$ cat config.mk
export PLATFORM = sky130hd
export DESIGN_NAME = cfas_top
export DESIGN_NICKNAME = d
export VERILOG_FILES = /design/src/cfas_pkg.sv /design/src/cfas_top.sv
export SDC_FILE = /design/constraint.sdc
export NUM_CORES = 1
export LEC_CHECK = 0
export ABC_AREA = 1
export ABC_CLOCK_PERIOD_IN_PS = 1400
export BUFFER_PORTS_ARGS = -buffer_cell sky130_fd_sc_hd__buf_4
export CORE_AREA = 2 2 125 90
export CTS_BUF_LIST = sky130_fd_sc_hd__clkbuf_8
export DETAILED_ROUTE_END_ITERATION = 8
export DIE_AREA = 0 0 127 92
export PLACE_DENSITY = 0.58
export SLEW_MARGIN = 20
export SYNTH_ARGS = -nofsm -noshare
export SYNTH_HDL_FRONTEND = slang
export SYNTH_SLANG_ARGS = --single-unit
$ cat constraint.sdc
create_clock -name clk_sys_i -period 1.4 [get_ports clk_sys_i]
set_input_delay 0.28 -clock clk_sys_i [delete_from_list [all_inputs] [get_ports clk_sys_i]]
set_output_delay 0.28 -clock clk_sys_i [all_outputs]
set_load 0.02 [all_outputs]
$ cat src/cfas_pkg.sv
package cfas_pkg;

	localparam int NUM_CELLS = 14;
	localparam int NUM_AUX   = 6;

	// register indices as printed; byte address is four times the index
	localparam logic [7:0] IDX_CELL_UV = 8'h0F;
	localparam logic [7:0] IDX_AUX_OV  = 8'h10;
	localparam logic [7:0] IDX_AUX_UV  = 8'h11;
	localparam logic [7:0] IDX_IRQ_STS = 8'h20;
	localparam logic [7:0] IDX_IRQ_MSK = 8'h21;

	localparam logic [15:0] RST_ALERT = 16'h0000;
	localparam logic [2:0]  RST_MASK  = 3'h0;

	// interrupt status and mask layout
	localparam int IRQ_CELL_UV_BIT = 0;
	localparam int IRQ_AUX_OV_BIT  = 1;
	localparam int IRQ_AUX_UV_BIT  = 2;

	// one comparator acquisition result
	typedef struct packed {
		logic [NUM_CELLS-1:0] cell_below_uv;
		logic [NUM_AUX-1:0]   aux_above_ov;
		logic [NUM_AUX-1:0]   aux_below_uv;
	} cfas_acq_t;

	typedef struct packed {
		logic [NUM_CELLS-1:0] cell_uv_alert_enable;
		logic [NUM_AUX-1:0]   aux_ov_alert_enable;
		logic [NUM_AUX-1:0]   aux_uv_alert_enable;
	} cfas_en_t;

endpackage : cfas_pkg

$ cat src/cfas_top.sv
// Local design decision: register access over Wishbone.
`timescale 1ns/1ps
`default_nettype none
// How it works
// per-cell undervoltage alert bits, enabled only
// per-input aux overvoltage alert bits 5:0
// aux overvoltage bit needs its enable set
// per-input aux undervoltage alert bits 5:0
// aux undervoltage bit needs its enable set
// cell UV, aux OV clear when fault gone
// aux UV clears when fault gone
// writes ignored, upper bits zero, reset clear
module cfas_top
	import cfas_pkg::*;
(
	// clock and reset
	input  wire logic        clk_sys_i,
	input  wire logic        rst_n_i,
	// comparator acquisition
	input  wire logic        acq_valid_i,
	input  wire cfas_acq_t   acq_i,
	input  wire cfas_en_t    en_i,
	// wishbone slave
	input  wire logic        wb_cyc_i,
	input  wire logic        wb_stb_i,
	input  wire logic        wb_we_i,
	input  wire logic [9:0]  wb_adr_i,
	input  wire logic [31:0] wb_dat_i,
	input  wire logic [3:0]  wb_sel_i,
	output logic      [31:0] wb_dat_o,
	output logic             wb_ack_o,
	output logic             wb_err_o,
	// interrupt
	output logic             irq_o
);

	logic [NUM_CELLS-1:0] cell_uv_cmp_alert_q;
	logic [NUM_AUX-1:0]   aux_ov_cmp_alert_q;
	logic [NUM_AUX-1:0]   aux_uv_cmp_alert_q;
	logic [NUM_CELLS-1:0] cell_uv_d;
	logic [NUM_AUX-1:0]   aux_ov_d;
	logic [NUM_AUX-1:0]   aux_uv_d;
	logic [2:0]           irq_sts_q;
	logic [2:0]           irq_msk_q;
	logic [2:0]           irq_set;
	logic [2:0]           irq_sts_d;

	// each acquisition replaces the bits: set while fault and enabled, cleared once gone
	assign cell_uv_d = acq_i.cell_below_uv & en_i.cell_uv_alert_enable;
	assign aux_ov_d  = acq_i.aux_above_ov & en_i.aux_ov_alert_enable;
	assign aux_uv_d  = acq_i.aux_below_uv & en_i.aux_uv_alert_enable;

	always_ff @(posedge clk_sys_i or negedge rst_n_i) begin
		if (!rst_n_i) begin
			cell_uv_cmp_alert_q <= RST_ALERT[NUM_CELLS-1:0];
			aux_ov_cmp_alert_q  <= RST_ALERT[NUM_AUX-1:0];
			aux_uv_cmp_alert_q  <= RST_ALERT[NUM_AUX-1:0];
		end else if (acq_valid_i) begin
			cell_uv_cmp_alert_q <= cell_uv_d;
			aux_ov_cmp_alert_q  <= aux_ov_d;
			aux_uv_cmp_alert_q  <= aux_uv_d;
		end
	end

	// bus decode
	wire        bus_req  = wb_cyc_i & wb_stb_i & ~wb_ack_o & ~wb_err_o;
	wire        adr_ok   = (wb_adr_i[1:0] == 2'h0);
	wire [7:0]  idx      = wb_adr_i[9:2];
	wire        sel_cuv  = adr_ok & (idx == IDX_CELL_UV);
	wire        sel_aov  = adr_ok & (idx == IDX_AUX_OV);
	wire        sel_auv  = adr_ok & (idx == IDX_AUX_UV);
	wire        sel_sts  = adr_ok & (idx == IDX_IRQ_STS);
	wire        sel_msk  = adr_ok & (idx == IDX_IRQ_MSK);
	wire        hit      = sel_cuv | sel_aov | sel_auv | sel_sts | sel_msk;
	wire        wr_lo    = bus_req & wb_we_i & wb_sel_i[0];
	wire        sts_wr   = wr_lo & sel_sts;
	wire        msk_wr   = wr_lo & sel_msk;
	// alert registers take no write: only status and mask decode a write
	wire [31:0] rd_data  = sel_cuv ? {18'h0, cell_uv_cmp_alert_q} :
	                       sel_aov ? {26'h0, aux_ov_cmp_alert_q} :
	                       sel_auv ? {26'h0, aux_uv_cmp_alert_q} :
	                       sel_sts ? {29'h0, irq_sts_q} :
	                       sel_msk ? {29'h0, irq_msk_q} : 32'h0;

	// an alert rising at acquisition is an event; set beats a write-one clear
	assign irq_set[IRQ_CELL_UV_BIT] = acq_valid_i & |(cell_uv_d & ~cell_uv_cmp_alert_q);
	assign irq_set[IRQ_AUX_OV_BIT]  = acq_valid_i & |(aux_ov_d & ~aux_ov_cmp_alert_q);
	assign irq_set[IRQ_AUX_UV_BIT]  = acq_valid_i & |(aux_uv_d & ~aux_uv_cmp_alert_q);
	assign irq_sts_d = (irq_sts_q & ~(sts_wr ? wb_dat_i[2:0] : 3'h0)) | irq_set;

	always_ff @(posedge clk_sys_i or negedge rst_n_i) begin
		if (!rst_n_i) begin
			irq_sts_q <= 3'h0;
			irq_msk_q <= RST_MASK;
			irq_o     <= 1'b0;
			wb_ack_o  <= 1'b0;
			wb_err_o  <= 1'b0;
			wb_dat_o  <= 32'h0;
		end else begin
			irq_sts_q <= irq_sts_d;
			if (msk_wr)
				irq_msk_q <= wb_dat_i[2:0];
			irq_o     <= |(irq_sts_q & irq_msk_q);
			wb_ack_o  <= bus_req & hit;
			wb_err_o  <= bus_req & ~hit;
			wb_dat_o  <= (bus_req & hit & ~wb_we_i) ? rd_data : 32'h0;
		end
	end

	property p_cell_uv_follow;
		@(posedge clk_sys_i) disable iff (!rst_n_i)
		acq_valid_i |=> cell_uv_cmp_alert_q == $past(acq_i.cell_below_uv & en_i.cell_uv_alert_enable);
	endproperty
	a_cell_uv_follow: assert property (p_cell_uv_follow) else $error("cell uv alert wrong");

	property p_aux_ov_set;
		@(posedge clk_sys_i) disable iff (!rst_n_i)
		acq_valid_i && (acq_i.aux_above_ov[0] && en_i.aux_ov_alert_enable[0])
		|=> aux_ov_cmp_alert_q[0];
	endproperty
	a_aux_ov_set: assert property (p_aux_ov_set) else $error("aux ov alert not set");

	property p_aux_ov_en;
		@(posedge clk_sys_i) disable iff (!rst_n_i)
		acq_valid_i |=> (aux_ov_cmp_alert_q & ~$past(en_i.aux_ov_alert_enable)) == '0;
	endproperty
	a_aux_ov_en: assert property (p_aux_ov_en) else $error("aux ov alert without enable");

	property p_aux_uv_set;
		@(posedge clk_sys_i) disable iff (!rst_n_i)
		acq_valid_i |=> aux_uv_cmp_alert_q == $past(acq_i.aux_below_uv & en_i.aux_uv_alert_enable);
	endproperty
	a_aux_uv_set: assert property (p_aux_uv_set) else $error("aux uv alert wrong");

	property p_aux_uv_en;
		@(posedge clk_sys_i) disable iff (!rst_n_i)
		acq_valid_i && !en_i.aux_uv_alert_enable[5] |=> !aux_uv_cmp_alert_q[5];
	endproperty
	a_aux_uv_en: assert property (p_aux_uv_en) else $error("aux uv alert without enable");

	property p_hold;
		@(posedge clk_sys_i) disable iff (!rst_n_i)
		!acq_valid_i |=> $stable(cell_uv_cmp_alert_q) && $stable(aux_ov_cmp_alert_q);
	endproperty
	a_hold: assert property (p_hold) else $error("alert changed without acquisition");

	property p_aux_uv_clear;
		@(posedge clk_sys_i) disable iff (!rst_n_i)
		acq_valid_i && !acq_i.aux_below_uv[0] |=> !aux_uv_cmp_alert_q[0];
	endproperty
	a_aux_uv_clear: assert property (p_aux_uv_clear) else $error("aux uv alert not cleared");

	property p_read_upper_zero;
		@(posedge clk_sys_i) disable iff (!rst_n_i)
		wb_ack_o |-> wb_dat_o[31:16] == 16'h0;
	endproperty
	a_read_upper_zero: assert property (p_read_upper_zero) else $error("upper bits not zero");

	property p_write_ignored;
		@(posedge clk_sys_i) disable iff (!rst_n_i)
		bus_req && wb_we_i && sel_cuv && !acq_valid_i |=> $stable(cell_uv_cmp_alert_q);
	endproperty
	a_write_ignored: assert property (p_write_ignored) else $error("alert took a write");

	property p_ack_one;
		@(posedge clk_sys_i) disable iff (!rst_n_i)
		wb_ack_o |=> !wb_ack_o;
	endproperty
	a_ack_one: assert property (p_ack_one) else $error("ack longer than one cycle");

	// per-bit set check, so a stuck bit names its own cell
	for (genvar n = 0; n < NUM_CELLS; n++) begin : g_cell_chk
		property p_cell_bit_set;
			@(posedge clk_sys_i) disable iff (!rst_n_i)
			acq_valid_i && acq_i.cell_below_uv[n] && en_i.cell_uv_alert_enable[n]
			|=> cell_uv_cmp_alert_q[n];
		endproperty
		a_cell_bit_set: assert property (p_cell_bit_set) else $error("cell bit not set");
	end

	property p_cell_uv_en;
		@(posedge clk_sys_i) disable iff (!rst_n_i)
		acq_valid_i |=> (cell_uv_cmp_alert_q & ~$past(en_i.cell_uv_alert_enable)) == '0;
	endproperty
	a_cell_uv_en: assert property (p_cell_uv_en) else $error("cell uv alert without enable");

	property p_cell_uv_clear;
		@(posedge clk_sys_i) disable iff (!rst_n_i)
		acq_valid_i |=> (cell_uv_cmp_alert_q & ~$past(acq_i.cell_below_uv)) == '0;
	endproperty
	a_cell_uv_clear: assert property (p_cell_uv_clear) else $error("cell uv not cleared");

	property p_aux_ov_clear;
		@(posedge clk_sys_i) disable iff (!rst_n_i)
		acq_valid_i |=> (aux_ov_cmp_alert_q & ~$past(acq_i.aux_above_ov)) == '0;
	endproperty
	a_aux_ov_clear: assert property (p_aux_ov_clear) else $error("aux ov not cleared");

	property p_aux_ov_follow;
		@(posedge clk_sys_i) disable iff (!rst_n_i)
		acq_valid_i |=> aux_ov_cmp_alert_q == $past(acq_i.aux_above_ov & en_i.aux_ov_alert_enable);
	endproperty
	a_aux_ov_follow: assert property (p_aux_ov_follow) else $error("aux ov alert wrong");

	property p_aux_uv_hold;
		@(posedge clk_sys_i) disable iff (!rst_n_i)
		!acq_valid_i |=> $stable(aux_uv_cmp_alert_q);
	endproperty
	a_aux_uv_hold: assert property (p_aux_uv_hold) else $error("aux uv changed idle");

	property p_aux_uv_clear_all;
		@(posedge clk_sys_i) disable iff (!rst_n_i)
		acq_valid_i |=> (aux_uv_cmp_alert_q & ~$past(acq_i.aux_below_uv)) == '0;
	endproperty
	a_aux_uv_clear_all: assert property (p_aux_uv_clear_all) else $error("aux uv kept");

	property p_aux_uv_en_all;
		@(posedge clk_sys_i) disable iff (!rst_n_i)
		acq_valid_i |=> (aux_uv_cmp_alert_q & ~$past(en_i.aux_uv_alert_enable)) == '0;
	endproperty
	a_aux_uv_en_all: assert property (p_aux_uv_en_all) else $error("aux uv not enabled");

	property p_write_ignored_aov;
		@(posedge clk_sys_i) disable iff (!rst_n_i)
		bus_req && wb_we_i && sel_aov && !acq_valid_i |=> $stable(aux_ov_cmp_alert_q);
	endproperty
	a_write_ignored_aov: assert property (p_write_ignored_aov) else $error("aux ov took write");

	property p_write_ignored_auv;
		@(posedge clk_sys_i) disable iff (!rst_n_i)
		bus_req && wb_we_i && sel_auv && !acq_valid_i |=> $stable(aux_uv_cmp_alert_q);
	endproperty
	a_write_ignored_auv: assert property (p_write_ignored_auv) else $error("aux uv took write");

	property p_read_cuv_zero;
		@(posedge clk_sys_i) disable iff (!rst_n_i)
		bus_req && sel_cuv && !wb_we_i |=> wb_dat_o[31:NUM_CELLS] == '0;
	endproperty
	a_read_cuv_zero: assert property (p_read_cuv_zero) else $error("cell upper bits set");

	property p_read_aux_zero;
		@(posedge clk_sys_i) disable iff (!rst_n_i)
		bus_req && (sel_aov || sel_auv) && !wb_we_i |=> wb_dat_o[31:NUM_AUX] == '0;
	endproperty
	a_read_aux_zero: assert property (p_read_aux_zero) else $error("aux upper bits set");

	property p_read_cuv_data;
		@(posedge clk_sys_i) disable iff (!rst_n_i)
		bus_req && sel_cuv && !wb_we_i
		|=> wb_dat_o[NUM_CELLS-1:0] == $past(cell_uv_cmp_alert_q);
	endproperty
	a_read_cuv_data: assert property (p_read_cuv_data) else $error("cell read wrong");

	property p_read_aov_data;
		@(posedge clk_sys_i) disable iff (!rst_n_i)
		bus_req && sel_aov && !wb_we_i |=> wb_dat_o[NUM_AUX-1:0] == $past(aux_ov_cmp_alert_q);
	endproperty
	a_read_aov_data: assert property (p_read_aov_data) else $error("aux ov read wrong");

	property p_read_auv_data;
		@(posedge clk_sys_i) disable iff (!rst_n_i)
		bus_req && sel_auv && !wb_we_i |=> wb_dat_o[NUM_AUX-1:0] == $past(aux_uv_cmp_alert_q);
	endproperty
	a_read_auv_data: assert property (p_read_auv_data) else $error("aux uv read wrong");

	property p_ack_answer;
		@(posedge clk_sys_i) disable iff (!rst_n_i)
		bus_req && hit |=> wb_ack_o && !wb_err_o;
	endproperty
	a_ack_answer: assert property (p_ack_answer) else $error("mapped request not acked");

	property p_err_answer;
		@(posedge clk_sys_i) disable iff (!rst_n_i)
		bus_req && !hit |=> wb_err_o && !wb_ack_o;
	endproperty
	a_err_answer: assert property (p_err_answer) else $error("unmapped request not refused");

	property p_err_one;
		@(posedge clk_sys_i) disable iff (!rst_n_i)
		wb_err_o |=> !wb_err_o;
	endproperty
	a_err_one: assert property (p_err_one) else $error("err longer than one cycle");

	property p_dat_idle;
		@(posedge clk_sys_i) disable iff (!rst_n_i)
		!wb_ack_o |-> wb_dat_o == '0;
	endproperty
	a_dat_idle: assert property (p_dat_idle) else $error("read data outside ack");

	property p_irq_level;
		@(posedge clk_sys_i) disable iff (!rst_n_i)
		1'b1 |=> irq_o == $past(|(irq_sts_q & irq_msk_q));
	endproperty
	a_irq_level: assert property (p_irq_level) else $error("irq level wrong");

	// set must win over a write-one clear in the same cycle
	property p_sts_set;
		@(posedge clk_sys_i) disable iff (!rst_n_i)
		|irq_set |=> (irq_sts_q & $past(irq_set)) == $past(irq_set);
	endproperty
	a_sts_set: assert property (p_sts_set) else $error("status event lost");

	property p_sts_hold;
		@(posedge clk_sys_i) disable iff (!rst_n_i)
		!sts_wr && irq_set == 3'h0 |=> $stable(irq_sts_q);
	endproperty
	a_sts_hold: assert property (p_sts_hold) else $error("status changed idle");

	property p_msk_write;
		@(posedge clk_sys_i) disable iff (!rst_n_i)
		msk_wr |=> irq_msk_q == $past(wb_dat_i[2:0]);
	endproperty
	a_msk_write: assert property (p_msk_write) else $error("mask write lost");

	property p_msk_hold;
		@(posedge clk_sys_i) disable iff (!rst_n_i)
		!msk_wr |=> $stable(irq_msk_q);
	endproperty
	a_msk_hold: assert property (p_msk_hold) else $error("mask changed idle");

	// a write strobe without sel bit 0 must leave the mask alone
	property p_msk_sel;
		@(posedge clk_sys_i) disable iff (!rst_n_i)
		bus_req && wb_we_i && sel_msk && !wb_sel_i[0] |=> $stable(irq_msk_q);
	endproperty
	a_msk_sel: assert property (p_msk_sel) else $error("mask took unselected write");

	property p_sts_clear;
		@(posedge clk_sys_i) disable iff (!rst_n_i)
		sts_wr && irq_set == 3'h0 |=> (irq_sts_q & $past(wb_dat_i[2:0])) == 3'h0;
	endproperty
	a_sts_clear: assert property (p_sts_clear) else $error("status not cleared");

endmodule : cfas_top
`default_nettype wire

* After elaboration in Yosys (flattened, before gate mapping)
Cells that the tools add are included.
Widths: inputs -> output; s select.
** Operators by class
- Equality and inequality tests :: 5
- Muxes and demuxes :: 7
- Bitwise operators :: 39
- Reductions and logical operators :: 5
** Operators with widths (number)
- $and 14x14->14 :: 2
- $mux 14 :: 2
- $and 6x6->6 :: 4
- $and 1x1->1 :: 18
- $eq 8x5->1 const B :: 2
- $eq 8x6->1 const B :: 2
- $not 14->14 :: 1
- $reduce_or 14->1 :: 1
- $mux 6 :: 2
- $not 6->6 :: 2
- $reduce_or 6->1 :: 2
- $mux 3 :: 3
- $eq 8x4->1 const B :: 1
- $and 3x3->3 :: 2
- $not 1->1 :: 4
- $or 1x1->1 :: 4
- $not 3->3 :: 1
- $or 3x3->3 :: 1
- $reduce_or 3->1 :: 1
- $logic_not 2->1 :: 1
** Word-level totals
- Register bits :: 49
- Input port bits :: 104
- Output and inout port bits :: 35
- Word-level logic and storage cells :: 65

* Logic depth before layout (Yosys ltp)
Gate-level depths: netlist of the first run.
- Depth in word-level cells :: 10
- Mapped depth :: 9
- Gate-level depth less buffers :: 8

* Worst setup path after synthesis of the first run
No wires, ideal clock.
- Kind :: input -> register
- Start :: input port wb_adr_i[9]
- End :: register wb_dat_o[2]
- Library setup time :: 0.119 ns
- Data arrival time :: 1.149 ns
- Data required time :: 1.281 ns
- Path slack :: 0.132 ns
- Stages :: 7
- Buffers on the path :: 0
- Path through :: nor2_2 -> nand2_2 -> nor2_8 -> nand2_4 -> or2_0 -> a21oi_1 -> nor2_1
** On the way
- Longest elaborated chain between the ends :: 9
- Elaborated cells on any way between the ends :: 22
- Those cells by class :: eq/ne (5); mux (6); bitwise (11)
** Ends and longest elaborated chain
- start, declared :: line cfas_top.sv:27 : input wire logic [9:0] wb_adr_i,
- $eq 8x4->1 or $eq 8x5->1 (tied branches) :: line cfas_top.sv:69, cfas_top.sv:70
- $and 1x1->1, on equally long branches :: line cfas_top.sv:69, cfas_top.sv:70
- $or 1x1->1 (4 in series) :: line cfas_top.sv:74 : wire hit = sel_cuv | sel_aov | sel_auv | sel_sts | sel_msk;
- $and 1x1->1 (2 in series) :: line cfas_top.sv:106 : wb_dat_o <= (bus_req & hit & ~wb_we_i) ? rd_data : 32'h0;
- $mux 14 * :: line cfas_top.sv:106
- end signal, assigned :: line cfas_top.sv:106
- end, declared :: line cfas_top.sv:30 : output logic [31:0] wb_dat_o,
Mark *: on every way between the ends. The rest lies on a longest branch, timed or not.
A chain may end at the register's enable or synchronous reset.

* Worst setup path in the final report of the first run
- Start :: register wb_ack_o
- End :: register wb_dat_o[5]
** On the way
- Longest elaborated chain between the ends :: 6
** Ends and longest elaborated chain
- start, declared :: line cfas_top.sv:31 : output logic wb_ack_o,
- start signal, assigned :: line cfas_top.sv:104 : wb_ack_o <= bus_req & hit;
- $not 1->1 :: line cfas_top.sv:66 : wire bus_req = wb_cyc_i & wb_stb_i & ~wb_ack_o & ~wb_err_o;
- $and 1x1->1 (2 in series) :: line cfas_top.sv:66
- $and 1x1->1 (2 in series) :: line cfas_top.sv:106
- $mux 14 :: line cfas_top.sv:106
No other way between the ends.

==> flow_summary.yaml, run 1 <==
logic_synthesis:
  syn-cell-area_um2: 2570
  avgSynthCellArea_um2: 8.33
  syn_inst: 309
  ys_types: 30
  ys_seq_area_share_pct: 47.6
  ys_ff_latch: 49
  yosys_warnings: 0
routing:
  drtAntennaViolNets: 0
  drc: 0
  first_pass_iters: 4
  drt_wl_total_um: 6940
  vias_per_cell: 4.25
  wl_per_cell_um: 12.5
  first_iter_violations: 136
  vias: 2351
cells_and_area:
  area_delta_synth_final_pct: 40.1
  drive_gt1_share_pct: 35.0
  insertedDiodeCount: 0
  layout.nets: 520
  fin_cells: 553
die:
  start_util_pct: 24.2
  die_area_um2: 11700
  die_h_um: 92
  coreArea_um2: 10700
  fp.dieW_um: 127
  ios: 139
  fp-row-count: 32
global_route:
  grt_pass1_vias: 2240
  overflow: 0
  grt_max_degree: 34
  grt_pass1_wl_um: 10900
  antenna_found_initial: 0
  globalRouteTotalUtil_pct: 11.8
clocking:
  cts_num_sinks: 49
  clock_latency_ns: 0.29
  cts_max_path_buffers: 2
  cts_made_buffers: 5
  h-tree-depth: 2
  cts.clk_slew.worst_paths_ns: 0.09
  cts_tree: "yes"
  cts_setup_buffers: 0
  cts-root-buf: "clkbuf_8"
sta:
  slew_viol_final: 0
  period_minus_slack_ns: 1.27
  finalClockSkew_ns: 0.00462
  min_period_over_period_pct: 91.0
  fmax_mhz: 785
  setup_viol: 0
  rsz0062_at_grt: "no"
  tns_ns: 0
  finalHoldViolations: 0
power_and_ir_drop:
  p_leak_nw: 1.77
  pwr_density_cell_nw_per_um2: 835
  ir_worst_vdd_uv: 372
placement:
  hpwlAfterDp_um: 5790
  placed_cells: 544
  gp_congestion: 0.885
  io_buffers: 88
run:
  max-cap-violations: 0
worst_setup_path:
  cp.required_ns: 1.63
  reg2reg_setup_slack_ns: 0.13
  criticalPathCategory: "register to register"
  startpoint_type: "register"
  crit_arrival_ns: 1.51
  end_kind: "register"
  crit_fanout: 10
hold_path:
  hold_class: "input port to register"
status:
  status: "finished, final reports clean"
-- critical path, cell delays in order (launching register included) --
cell	delay [ns]
dfrtp_1	0.40
nor2_1	0.10
nand3_1	0.11
buf_4	0.17
inv_2	0.08
nand3_2	0.11
buf_12	0.17
nor2_2	0.09
-- final timing paths --
check	from	end	cells after the start
max reg2reg	wb_ack_o	wb_dat_o[5]	7
min	en_i[17]	cell_uv_cmp_alert_q[5]	3
max	wb_ack_o	wb_dat_o[5]	7
min in group asynchronous	rst_n_i	wb_err_o	2
min reg2reg	cell_uv_cmp_alert_q[13]	wb_dat_o[13]	2
max in group asynchronous	rst_n_i	aux_ov_cmp_alert_q[5]	3
-- kinds of logic after synthesis --
| kind of cell | share of synthesized area [%] |
|---|---|
| DFF | 47.6 |
| buffers and inverters | 11.9 |
| other | 0.146 |
| and+or+nand+nor | 29.4 |
| AOI/OAI and AO/OA | 11.0 |
-- power by group --
group / internal (W) / total, W / switching (W)
clock network: 0.000530 / 0.000997 / 0.000467
registers: 0.00148 / 0.00151 / 0.0000333
logic: 0.000227 / 0.000506 / 0.000280
-- synth_stat cells (all sizes together) --
cell type,count,share of area [%]
nand2,41,6.4
conb,1,0.15
inv,35,5.1
dfrtp,49,48
nand2b,1,0.24
or2,1,0.24
o22ai,2,0.49
o21ai,31,6.0
nand3,50,11
o211ai,2,0.78
a31oi,3,0.73
nor2,46,10
buf,23,6.3
nand4,7,1.7
nand3b,1,0.29
a21oi,10,1.9
o2111ai,3,1.0
clkbuf,3,0.44
-- what timing repair did --
action / in CTS / in global routing
hold endpoints to repair: 10 / 0
endpoints found under the setup margin: 0 / 8
hold buffers: 1 / 0
resized for setup: 0 / 4
-- metrics by stage --
step / utilization [%] / instance area, µm² / hold slack [ns] / worst slack, ns / total power [W]
after global placement: 32.7 / 3480 / 0.137 / -0.0934 / 0.00203
after detailed placement: 32.7 / 3480 / 0.137 / -0.0855 / 0.00205
after CTS: 33.8 / 3600 / 0.202 / 0.0665 / 0.00306
final: 33.9 / 3610 / 0.212 / 0.126 / 0.00301
after global routing: 33.9 / 3610 / 0.211 / 0.00916 / 0.00318
after floorplan: - / 2640 / -0.0156 / 0.132 / 0.00178
-- final cells by class --
cell class | count | area, µm²
multi-input cells | 216 | 1110
well taps | 136 | 170
inverters | 35 | 131
clock buffers | 5 | 68.8
fillers | 1109 | 7040
flip-flops and latches | 49 | 1230
clock inverters | 3 | 42.5
repair buffers | 109 | 858
-- state kept, by name (all words and copies together) (netlist names) --
| register | cells |
|---|---|
| aux_ov_cmp_alert_q | 6 |
| wb_err_o | 1 |
| irq_sts_q | 3 |
| irq_msk_q | 3 |
| cell_uv_cmp_alert_q | 14 |
| wb_ack_o | 1 |
| aux_uv_cmp_alert_q | 6 |
| irq_o | 1 |
| wb_dat_o | 14 |
-- cell usage in the layout (no fill, tap or decap), types with 7 or more instances in the layout --
cell	n
a21oi_1	10
buf_4	105
conb_1	18
dfrtp_1	49
inv_1	32
nand2_1	39
nand3_1	47
nand4_1	7
nor2_1	25
nor2_2	16
o21ai_0	29
-- layer usage --
metal | vias up | track usage (%) | wire [µm]
li1 | 1194 | - | -
met1 | 1084 | 17.3 | 3480
met2 | 71 | 17.9 | 2970
met3 | 2 | 2.63 | 456
met4 | 0 | 2.47 | 36
met5 | - | 0 | 0
No activity file was read; power rests on OpenSTA's default activity.
==> inputs of run 2 (changes only) <==
--- a/config.mk
+++ b/config.mk
@@ -5,14 +5,15 @@
 export SDC_FILE = /design/constraint.sdc
 export NUM_CORES = 1
 export LEC_CHECK = 0
-export ABC_AREA = 1
+export ABC_AREA = 0
 export ABC_CLOCK_PERIOD_IN_PS = 1400
 export BUFFER_PORTS_ARGS = -buffer_cell sky130_fd_sc_hd__buf_4
-export CORE_AREA = 2 2 125 90
+export CORE_AREA = 2 2 122 88
 export CTS_BUF_LIST = sky130_fd_sc_hd__clkbuf_8
+export CTS_CLUSTER_DIAMETER = 100
 export DETAILED_ROUTE_END_ITERATION = 8
-export DIE_AREA = 0 0 127 92
-export PLACE_DENSITY = 0.58
+export DIE_AREA = 0 0 124 90
+export PLACE_DENSITY = 0.59
 export SLEW_MARGIN = 20
 export SYNTH_ARGS = -nofsm -noshare
 export SYNTH_HDL_FRONTEND = slang
==> run 2 against run 1 <==
  * The run now ends with hold timing, setup timing left
  * Worst hold slack worse by 0.22 ns
  * Register-to-register slack worse by 0.28 ns
  * Synthesized cell count is 14% lower
  * Combinational power is 6.3% higher
  * Non-clock buffer count is 4 higher
  * Fmax is 18% lower
  * Wire length is 1.6% higher
  * Die area is 4.5% lower
  * Utilization is 1.7 points higher
  * Synthesized area is 4.6% lower
  * Largest power group unchanged
  * Highest routed layer unchanged
==> flow_summary.yaml, run 2 <==
status:
  status: "finished, violations left"
  failed_checks: "hold timing, setup timing"
logic_synthesis:
  yosys-top-cells-count: "dfrtp_1 (49), nand3_1 (30), inv_1 (27), nand2_1 (27), o21ai_0 (27)"
  yosys-top-cells-area: "dfrtp_1 (50%), nand3_1 (6.1%), buf_4 (5.5%)"
  synth_top_area_share_pct: 49.9
  ys_types: 39
  syn_inst: 267
  yosys_warnings: 0
  synth_top_area_cell: "dfrtp_1"
  syn-cell-area_um2: 2460
  synthFlopType: "dfrtp_1"
  async_reset_ff_share_pct: 100
  ys_ff_latch: 49
  avgSynthCellArea_um2: 9.20
  post-synth-top-count-cell: "dfrtp_1"
  synth_edf_count: 0
  ys_seq_area_share_pct: 49.9
clocking:
  cts_made_buffers: 5
  cts.clk_slew.worst_paths_ns: 0.09
  h-tree-depth: 2
  cts_num_sinks: 49
  cts_max_path_buffers: 2
  cts_tree: "yes"
  clock_latency_ns: 0.30
  cts_hold_buf: 0
  cts-root-buf: "clkbuf_8"
placement:
  dpl-instance-area_um2: 3350
  io_buffers: 88
  placed_cells: 498
  gp_congestion: 0.775
  hpwlAfterDp_um: 5410
cells_and_area:
  biggestRegsByFlops: "cell_uv_cmp_alert_q: 14 flops, wb_dat_o: 14 flops"
  final_cell_mix: "buf_4 (109), dfrtp_1 (49), nand3_1 (30), inv_1 (29)"
  layout.cells.most_common: "buf_4"
  layout.nets: 480
  final_area_um2: 3590
  insertedDiodeCount: 0
  fill_cells: 1054
  fin_cells: 509
  area_delta_synth_final_pct: 46.0
  drive_gt1_share_pct: 38.5
power_and_ir_drop:
  ir_worst_vdd_uv: 291
  power_w: 0.00287
  p_leak_nw: 1.71
  pwr_density_cell_nw_per_um2: 801
run:
  max-cap-violations: 0
sta:
  worstMarginPinSlew_ns: 0.633
  finalHoldViolations: 14
  max-slew-margin-rel_pct: 57.8
  finalClockSkew_ns: 0.00635
  rsz0062_at_grt: "yes"
  period_minus_slack_ns: 1.56
  setup_viol: 9
  fmax_mhz: 641
  min_period_over_period_pct: 112
  whs_ns: -0.00865
  slew_viol_final: 0
  fin_ws_ns: -0.161
routing:
  vias_per_cell: 4.40
  drc: 0
  vias: 2242
  met1_length_um: 3600
  wl_met3_um: 402
  wl_met2_um: 3000
  wl_per_cell_um: 13.8
  drt_wl_total_um: 7050
  first_pass_iters: 4
  drtAntennaViolNets: 0
  top_layer_used: "met4"
  first_iter_violations: 117
worst_setup_path:
  reg2reg_setup_slack_ns: -0.15
  cp.required_ns: 1.59
  criticalPathCategory: "input port to register"
  worstRegToRegCells: 6
  r2r_end: "wb_dat_o[2]"
  r2r_start: "wb_ack_o"
  crit_fanout: 3
  end_kind: "register"
  crit_arrival_ns: 1.75
  worstSetupStartpoint: "wb_adr_i[3]"
  startpoint_type: "input port"
die:
  die_h_um: 90
  start_util_pct: 24.4
  die_area_um2: 11200
  ios: 139
  fp-row-count: 31
  fp.dieW_um: 124
  coreArea_um2: 10100
global_route:
  grt_pass1_wl_um: 11100
  grt_pass1_vias: 2185
  globalRouteTotalUtil_pct: 12.8
  overflow: 0
  antenna_found_initial: 0
  grt_max_degree: 56
hold_path:
  hold_class: "input port to asynchronous set/reset pin"
==> run 2: changes by cell type in the layout (fill, tap and decap cells not counted), moves of 4 or more <==
cell,change
inv_2,-4
nor3_2,+7
a21oi_1,-6
o22ai_1,+6
nor2_1,-19
nor2_4,-4
nand3_1,-17
and3_1,+4
buf_4,+4
nor2_2,-14
nand2_1,-12
a311oi_1,+4
nand4_1,-6
==> run 2: what timing repair did <==
action | CTS | global route
pin swaps | 7 | 1
gates resized for setup | 10 | 14
buffers inserted | 1 | 2
setup endpoints to repair | 12 | 19
==> run 2: cell type report <==
class                           instances  area, µm²  share of cell area, %
Clock buffer                            5       68.8                   1.92
Clock inverter                          3       15.0                  0.419
Inverter                               27        101                   2.83
Multi-Input combinational cell        180       1140                   31.7
Sequential cell                        49       1230                   34.2
Tap cell                              132        165                   4.61
Timing Repair Buffer                  113        872                   24.3
==> run 2: worst max-delay path, stage by stage <==
cell and delay (ns):
buf_6 0.10, or3_4 0.38, or3b_4 0.42, nor4_4 0.29
nand2_1 0.08, a22o_1 0.21
==> run 2: routing by layer <==
| layer | GRT usage [%] | vias up |
|---|---|---|
| met3 | 2.35 | 2 |
| li1 | - | 1115 |
| met4 | 3.09 | 0 |
| met5 | 0 | - |
| met1 | 19.7 | 1058 |
| met2 | 18.2 | 67 |
==> run 2: worst max path at each step <==
stage	endpoint	slack [ns]	depth (start not counted)
final	irq_sts_q[0]	-0.16	6
after CTS	irq_sts_q[0]	-0.14	6
after detailed placement	irq_sts_q[0]	-0.56	6
after global routing	irq_sts_q[0]	-0.24	6
after global placement	irq_sts_q[0]	-0.54	6
after floorplan	irq_sts_q[1]	-0.32	5
==> run 2: kinds of logic (layout without fill, tap and decap cells) <==
| family | Yosys count | after routing | share of synthesized area (%) |
|---|---|---|---|
| AOI/OAI and AO/OA | 58 | 58 | 14.6 |
| other | 1 | 18 | 0.153 |
| buffers and inverters | 55 | 148 | 11.3 |
| muxes | 6 | 6 | 3.06 |
| and+or+nand+nor | 97 | 97 | 20.6 |
| xor gates and xnor gates | 1 | 1 | 0.357 |
| DFF | 49 | 49 | 49.9 |
==> run 2: metrics by stage <==
step | util, % | setup TNS, ns | setup WS (ns)
after global routing | 35.6 | -1.78 | -0.244
after detailed placement | 33.3 | -6.47 | -0.560
after global placement | 33.3 | -6.25 | -0.545
final | 35.6 | -1.17 | -0.161
after CTS | 34.6 | -0.929 | -0.137
after floorplan | - | -2.46 | -0.315
==> run 2: power breakdown <==
part           total [W]  internal (W)  switching (W)
combinational   0.000538      0.000250       0.000288
sequential       0.00151       0.00147      0.0000363
clock           0.000823      0.000341       0.000482
total            0.00287       0.00207       0.000806
==> inputs of run 3 (changes only) <==
--- a/config.mk
+++ b/config.mk
@@ -6,14 +6,14 @@
 export NUM_CORES = 1
 export LEC_CHECK = 0
 export ABC_AREA = 0
-export ABC_CLOCK_PERIOD_IN_PS = 1400
+export ABC_CLOCK_PERIOD_IN_PS = 1350
 export BUFFER_PORTS_ARGS = -buffer_cell sky130_fd_sc_hd__buf_4
-export CORE_AREA = 2 2 122 88
+export CORE_AREA = 2 2 103 105
 export CTS_BUF_LIST = sky130_fd_sc_hd__clkbuf_8
 export CTS_CLUSTER_DIAMETER = 100
 export DETAILED_ROUTE_END_ITERATION = 8
-export DIE_AREA = 0 0 124 90
-export PLACE_DENSITY = 0.59
+export DIE_AREA = 0 0 105 107
+export PLACE_DENSITY = 0.6
 export SLEW_MARGIN = 20
 export SYNTH_ARGS = -nofsm -noshare
 export SYNTH_HDL_FRONTEND = slang
==> constraint.sdc (replaced) <==
create_clock -name clk_sys_i -period 1.35 [get_ports clk_sys_i]
set_input_delay 0.27 -clock clk_sys_i [delete_from_list [all_inputs] [get_ports clk_sys_i]]
set_output_delay 0.27 -clock clk_sys_i [all_outputs]
set_load 0.02 [all_outputs]
==> run 3 against run 2 <==
  * The flow finishes with violations (setup timing)
  * Global-route usage fell by 0.058 points
  * Critical path depth did not move
  * Via count rose by 3.3%
  * Combinational power rose by 14%
  * Cell area rose by 6.1%
  * Power rose by 19%
  * Final cell count rose by 3.3%
  * Sequential power rose by 3%
  * Clock power rose by 51%
  * Worst hold slack improved by 0.21 ns
  * Utilization rose by 2.1 points
  * Critical path type unchanged
  * Register-to-register slack barely moved
  * Critical endpoint is now irq_msk_q[1]
==> flow_summary.yaml, run 3 (synthesis results as in run 2) <==
run:
  max-cap-violations: 0
cells_and_area:
  fin_cells: 526
  layout.cells.most_common: "buf_4"
  drive_gt1_share_pct: 42.1
  final_area_um2: 3800
  biggestRegsByFlops: "cell_uv_cmp_alert_q: 14 flops, wb_dat_o: 14 flops"
  final_cell_mix: "buf_4 (113), dfrtp_1 (47), nand3_1 (29)"
  area_delta_synth_final_pct: 54.9
  insertedDiodeCount: 0
  utilization_pct: 37.7
  layout.nets: 493
global_route:
  grt_max_degree: 56
  grt_pass1_wl_um: 11400
  grt_pass1_vias: 2357
  globalRouteTotalUtil_pct: 12.7
  overflow: 0
  antenna_found_initial: 0
sta:
  rsz0062_at_grt: "yes"
  min_period_over_period_pct: 118
  setup_viol: 9
  finalClockSkew_ns: 0.00247
  tns_ns: -1.57
  slew_viol_final: 0
  finalHoldViolations: 0
  fmax_mhz: 629
  fin_ws_ns: -0.239
  period_minus_slack_ns: 1.59
power_and_ir_drop:
  power.internal_w: 0.00257
  p_leak_nw: 1.82
  p_switching_w: 0.000850
  clock_power_share_pct: 36.2
  ir_worst_vdd_uv: 410
  p_sw_share_pct: 24.8
  power_w: 0.00342
  p_seq_share_pct: 45.8
  power.share.combinational_pct: 18.0
  pwr_density_cell_nw_per_um2: 899
placement:
  dpl-instance-area_um2: 3440
  hpwlAfterDp_um: 5520
  placed_cells: 511
  gp_congestion: 0.810
  io_buffers: 88
die:
  die_area_um2: 11200
  start_util_pct: 24.3
  die_h_um: 107
  coreArea_um2: 10100
  fp-row-count: 37
  fp.dieW_um: 105
  ios: 139
routing:
  drtAntennaViolNets: 0
  wl_per_cell_um: 13.5
  first_iter_violations: 121
  drc: 0
  vias_per_cell: 4.40
  first_pass_iters: 4
  vias: 2315
  drt_wl_total_um: 7100
status:
  status: "finished, violations left"
  failed_checks: "setup timing"
worst_setup_path:
  criticalPathCategory: "input port to register"
  critPathMaxStageDelay_ns: 0.43
  reg2reg_setup_slack_ns: -0.16
  end_kind: "register"
  r2r_start: "wb_ack_o"
  startpoint_type: "input port"
  crit_arrival_ns: 1.78
  cp.required_ns: 1.54
  worstRegToRegCells: 6
  crit_fanout: 3
  cpMaxStageDelayCell: "or3b_4"
  path_cells: "buf_6, or3_4, or3b_4, nor3_4, nand2_2, mux2_4"
  r2r_end: "irq_sts_q[0]"
hold_path:
  holdPathStages: 3
  whs_endpoint: "aux_ov_cmp_alert_q[5]"
  hp-start: "en_i[11]"
  hold_class: "input port to register"
clocking:
  cts-root-buf: "clkbuf_8"
  h-tree-depth: 2
  cts_max_path_buffers: 2
  cts.clk_slew.worst_paths_ns: 0.09
  cts_num_sinks: 49
  cts_made_buffers: 5
  clock_latency_ns: 0.30
  cts_tree: "yes"
## run 3: cell type report
| class | count | area (µm²) |
|---|---|---|
| clock buffer | 5 | 68.8 |
| clock inverter | 3 | 65.1 |
| fill | 1023 | 6290 |
| inverter | 27 | 101 |
| multi-input combinational | 180 | 1150 |
| sequential | 49 | 1230 |
| tap | 136 | 170 |
| timing repair buffer | 126 | 1020 |
## run 3: what timing repair did
item                                    4_1_cts  5_1_grt
pin swaps                                     9        4
buffers inserted                              6        2
hold buffers                                  1        0
endpoints found under the hold margin        20        0
endpoints found under the setup margin       20       22
gates resized for setup                      18       19
## run 3: worst max path at each step
stage | startpoint | end | slack (ns) | cells past startpoint
final | wb_adr_i[3] | irq_msk_q[1] | -0.24 | 6
after global routing | wb_ack_o | irq_sts_q[0] | -0.28 | 6
after CTS | wb_ack_o | irq_msk_q[1] | -0.19 | 5
after detailed placement | wb_adr_i[3] | irq_sts_q[1] | -0.57 | 6
after global placement | wb_adr_i[3] | irq_sts_q[1] | -0.54 | 6
after floorplan | wb_adr_i[3] | irq_sts_q[1] | -0.36 | 5
## run 3: layer usage
layer	GRT usage (%)	vias up	share of wire [%]
li1	-	1144	-
met1	16.1	1086	44
met2	21.9	77	49
met3	2.37	8	4.9
met4	4.00	0	1.4
met5	0	-	0
## run 3: power by group through the flow
stage / Combinational (W) / Clock [W] / Sequential (W)
floorplan: 0.000261 / 0 / 0.00159
global placement: 0.000569 / 0 / 0.00159
detailed placement: 0.000578 / 0 / 0.00159
CTS: 0.000607 / 0.00128 / 0.00157
global route: 0.000679 / 0.00132 / 0.00157
finish: 0.000616 / 0.00124 / 0.00156
## run 3: critical path, delay by kind of cell
kind | cells | cell delay (ns)
mux | 1 | 0.30
buf+inv | 1 | 0.09
simple gates | 4 | 1.11
## run 3: stage by stage
step                      setup WS [ns]  hold slack (ns)
after floorplan                  -0.355          -0.0256
after CTS                        -0.187            0.187
final                            -0.239            0.197
after global routing             -0.277            0.202
after detailed placement         -0.566            0.178
after global placement           -0.541            0.179
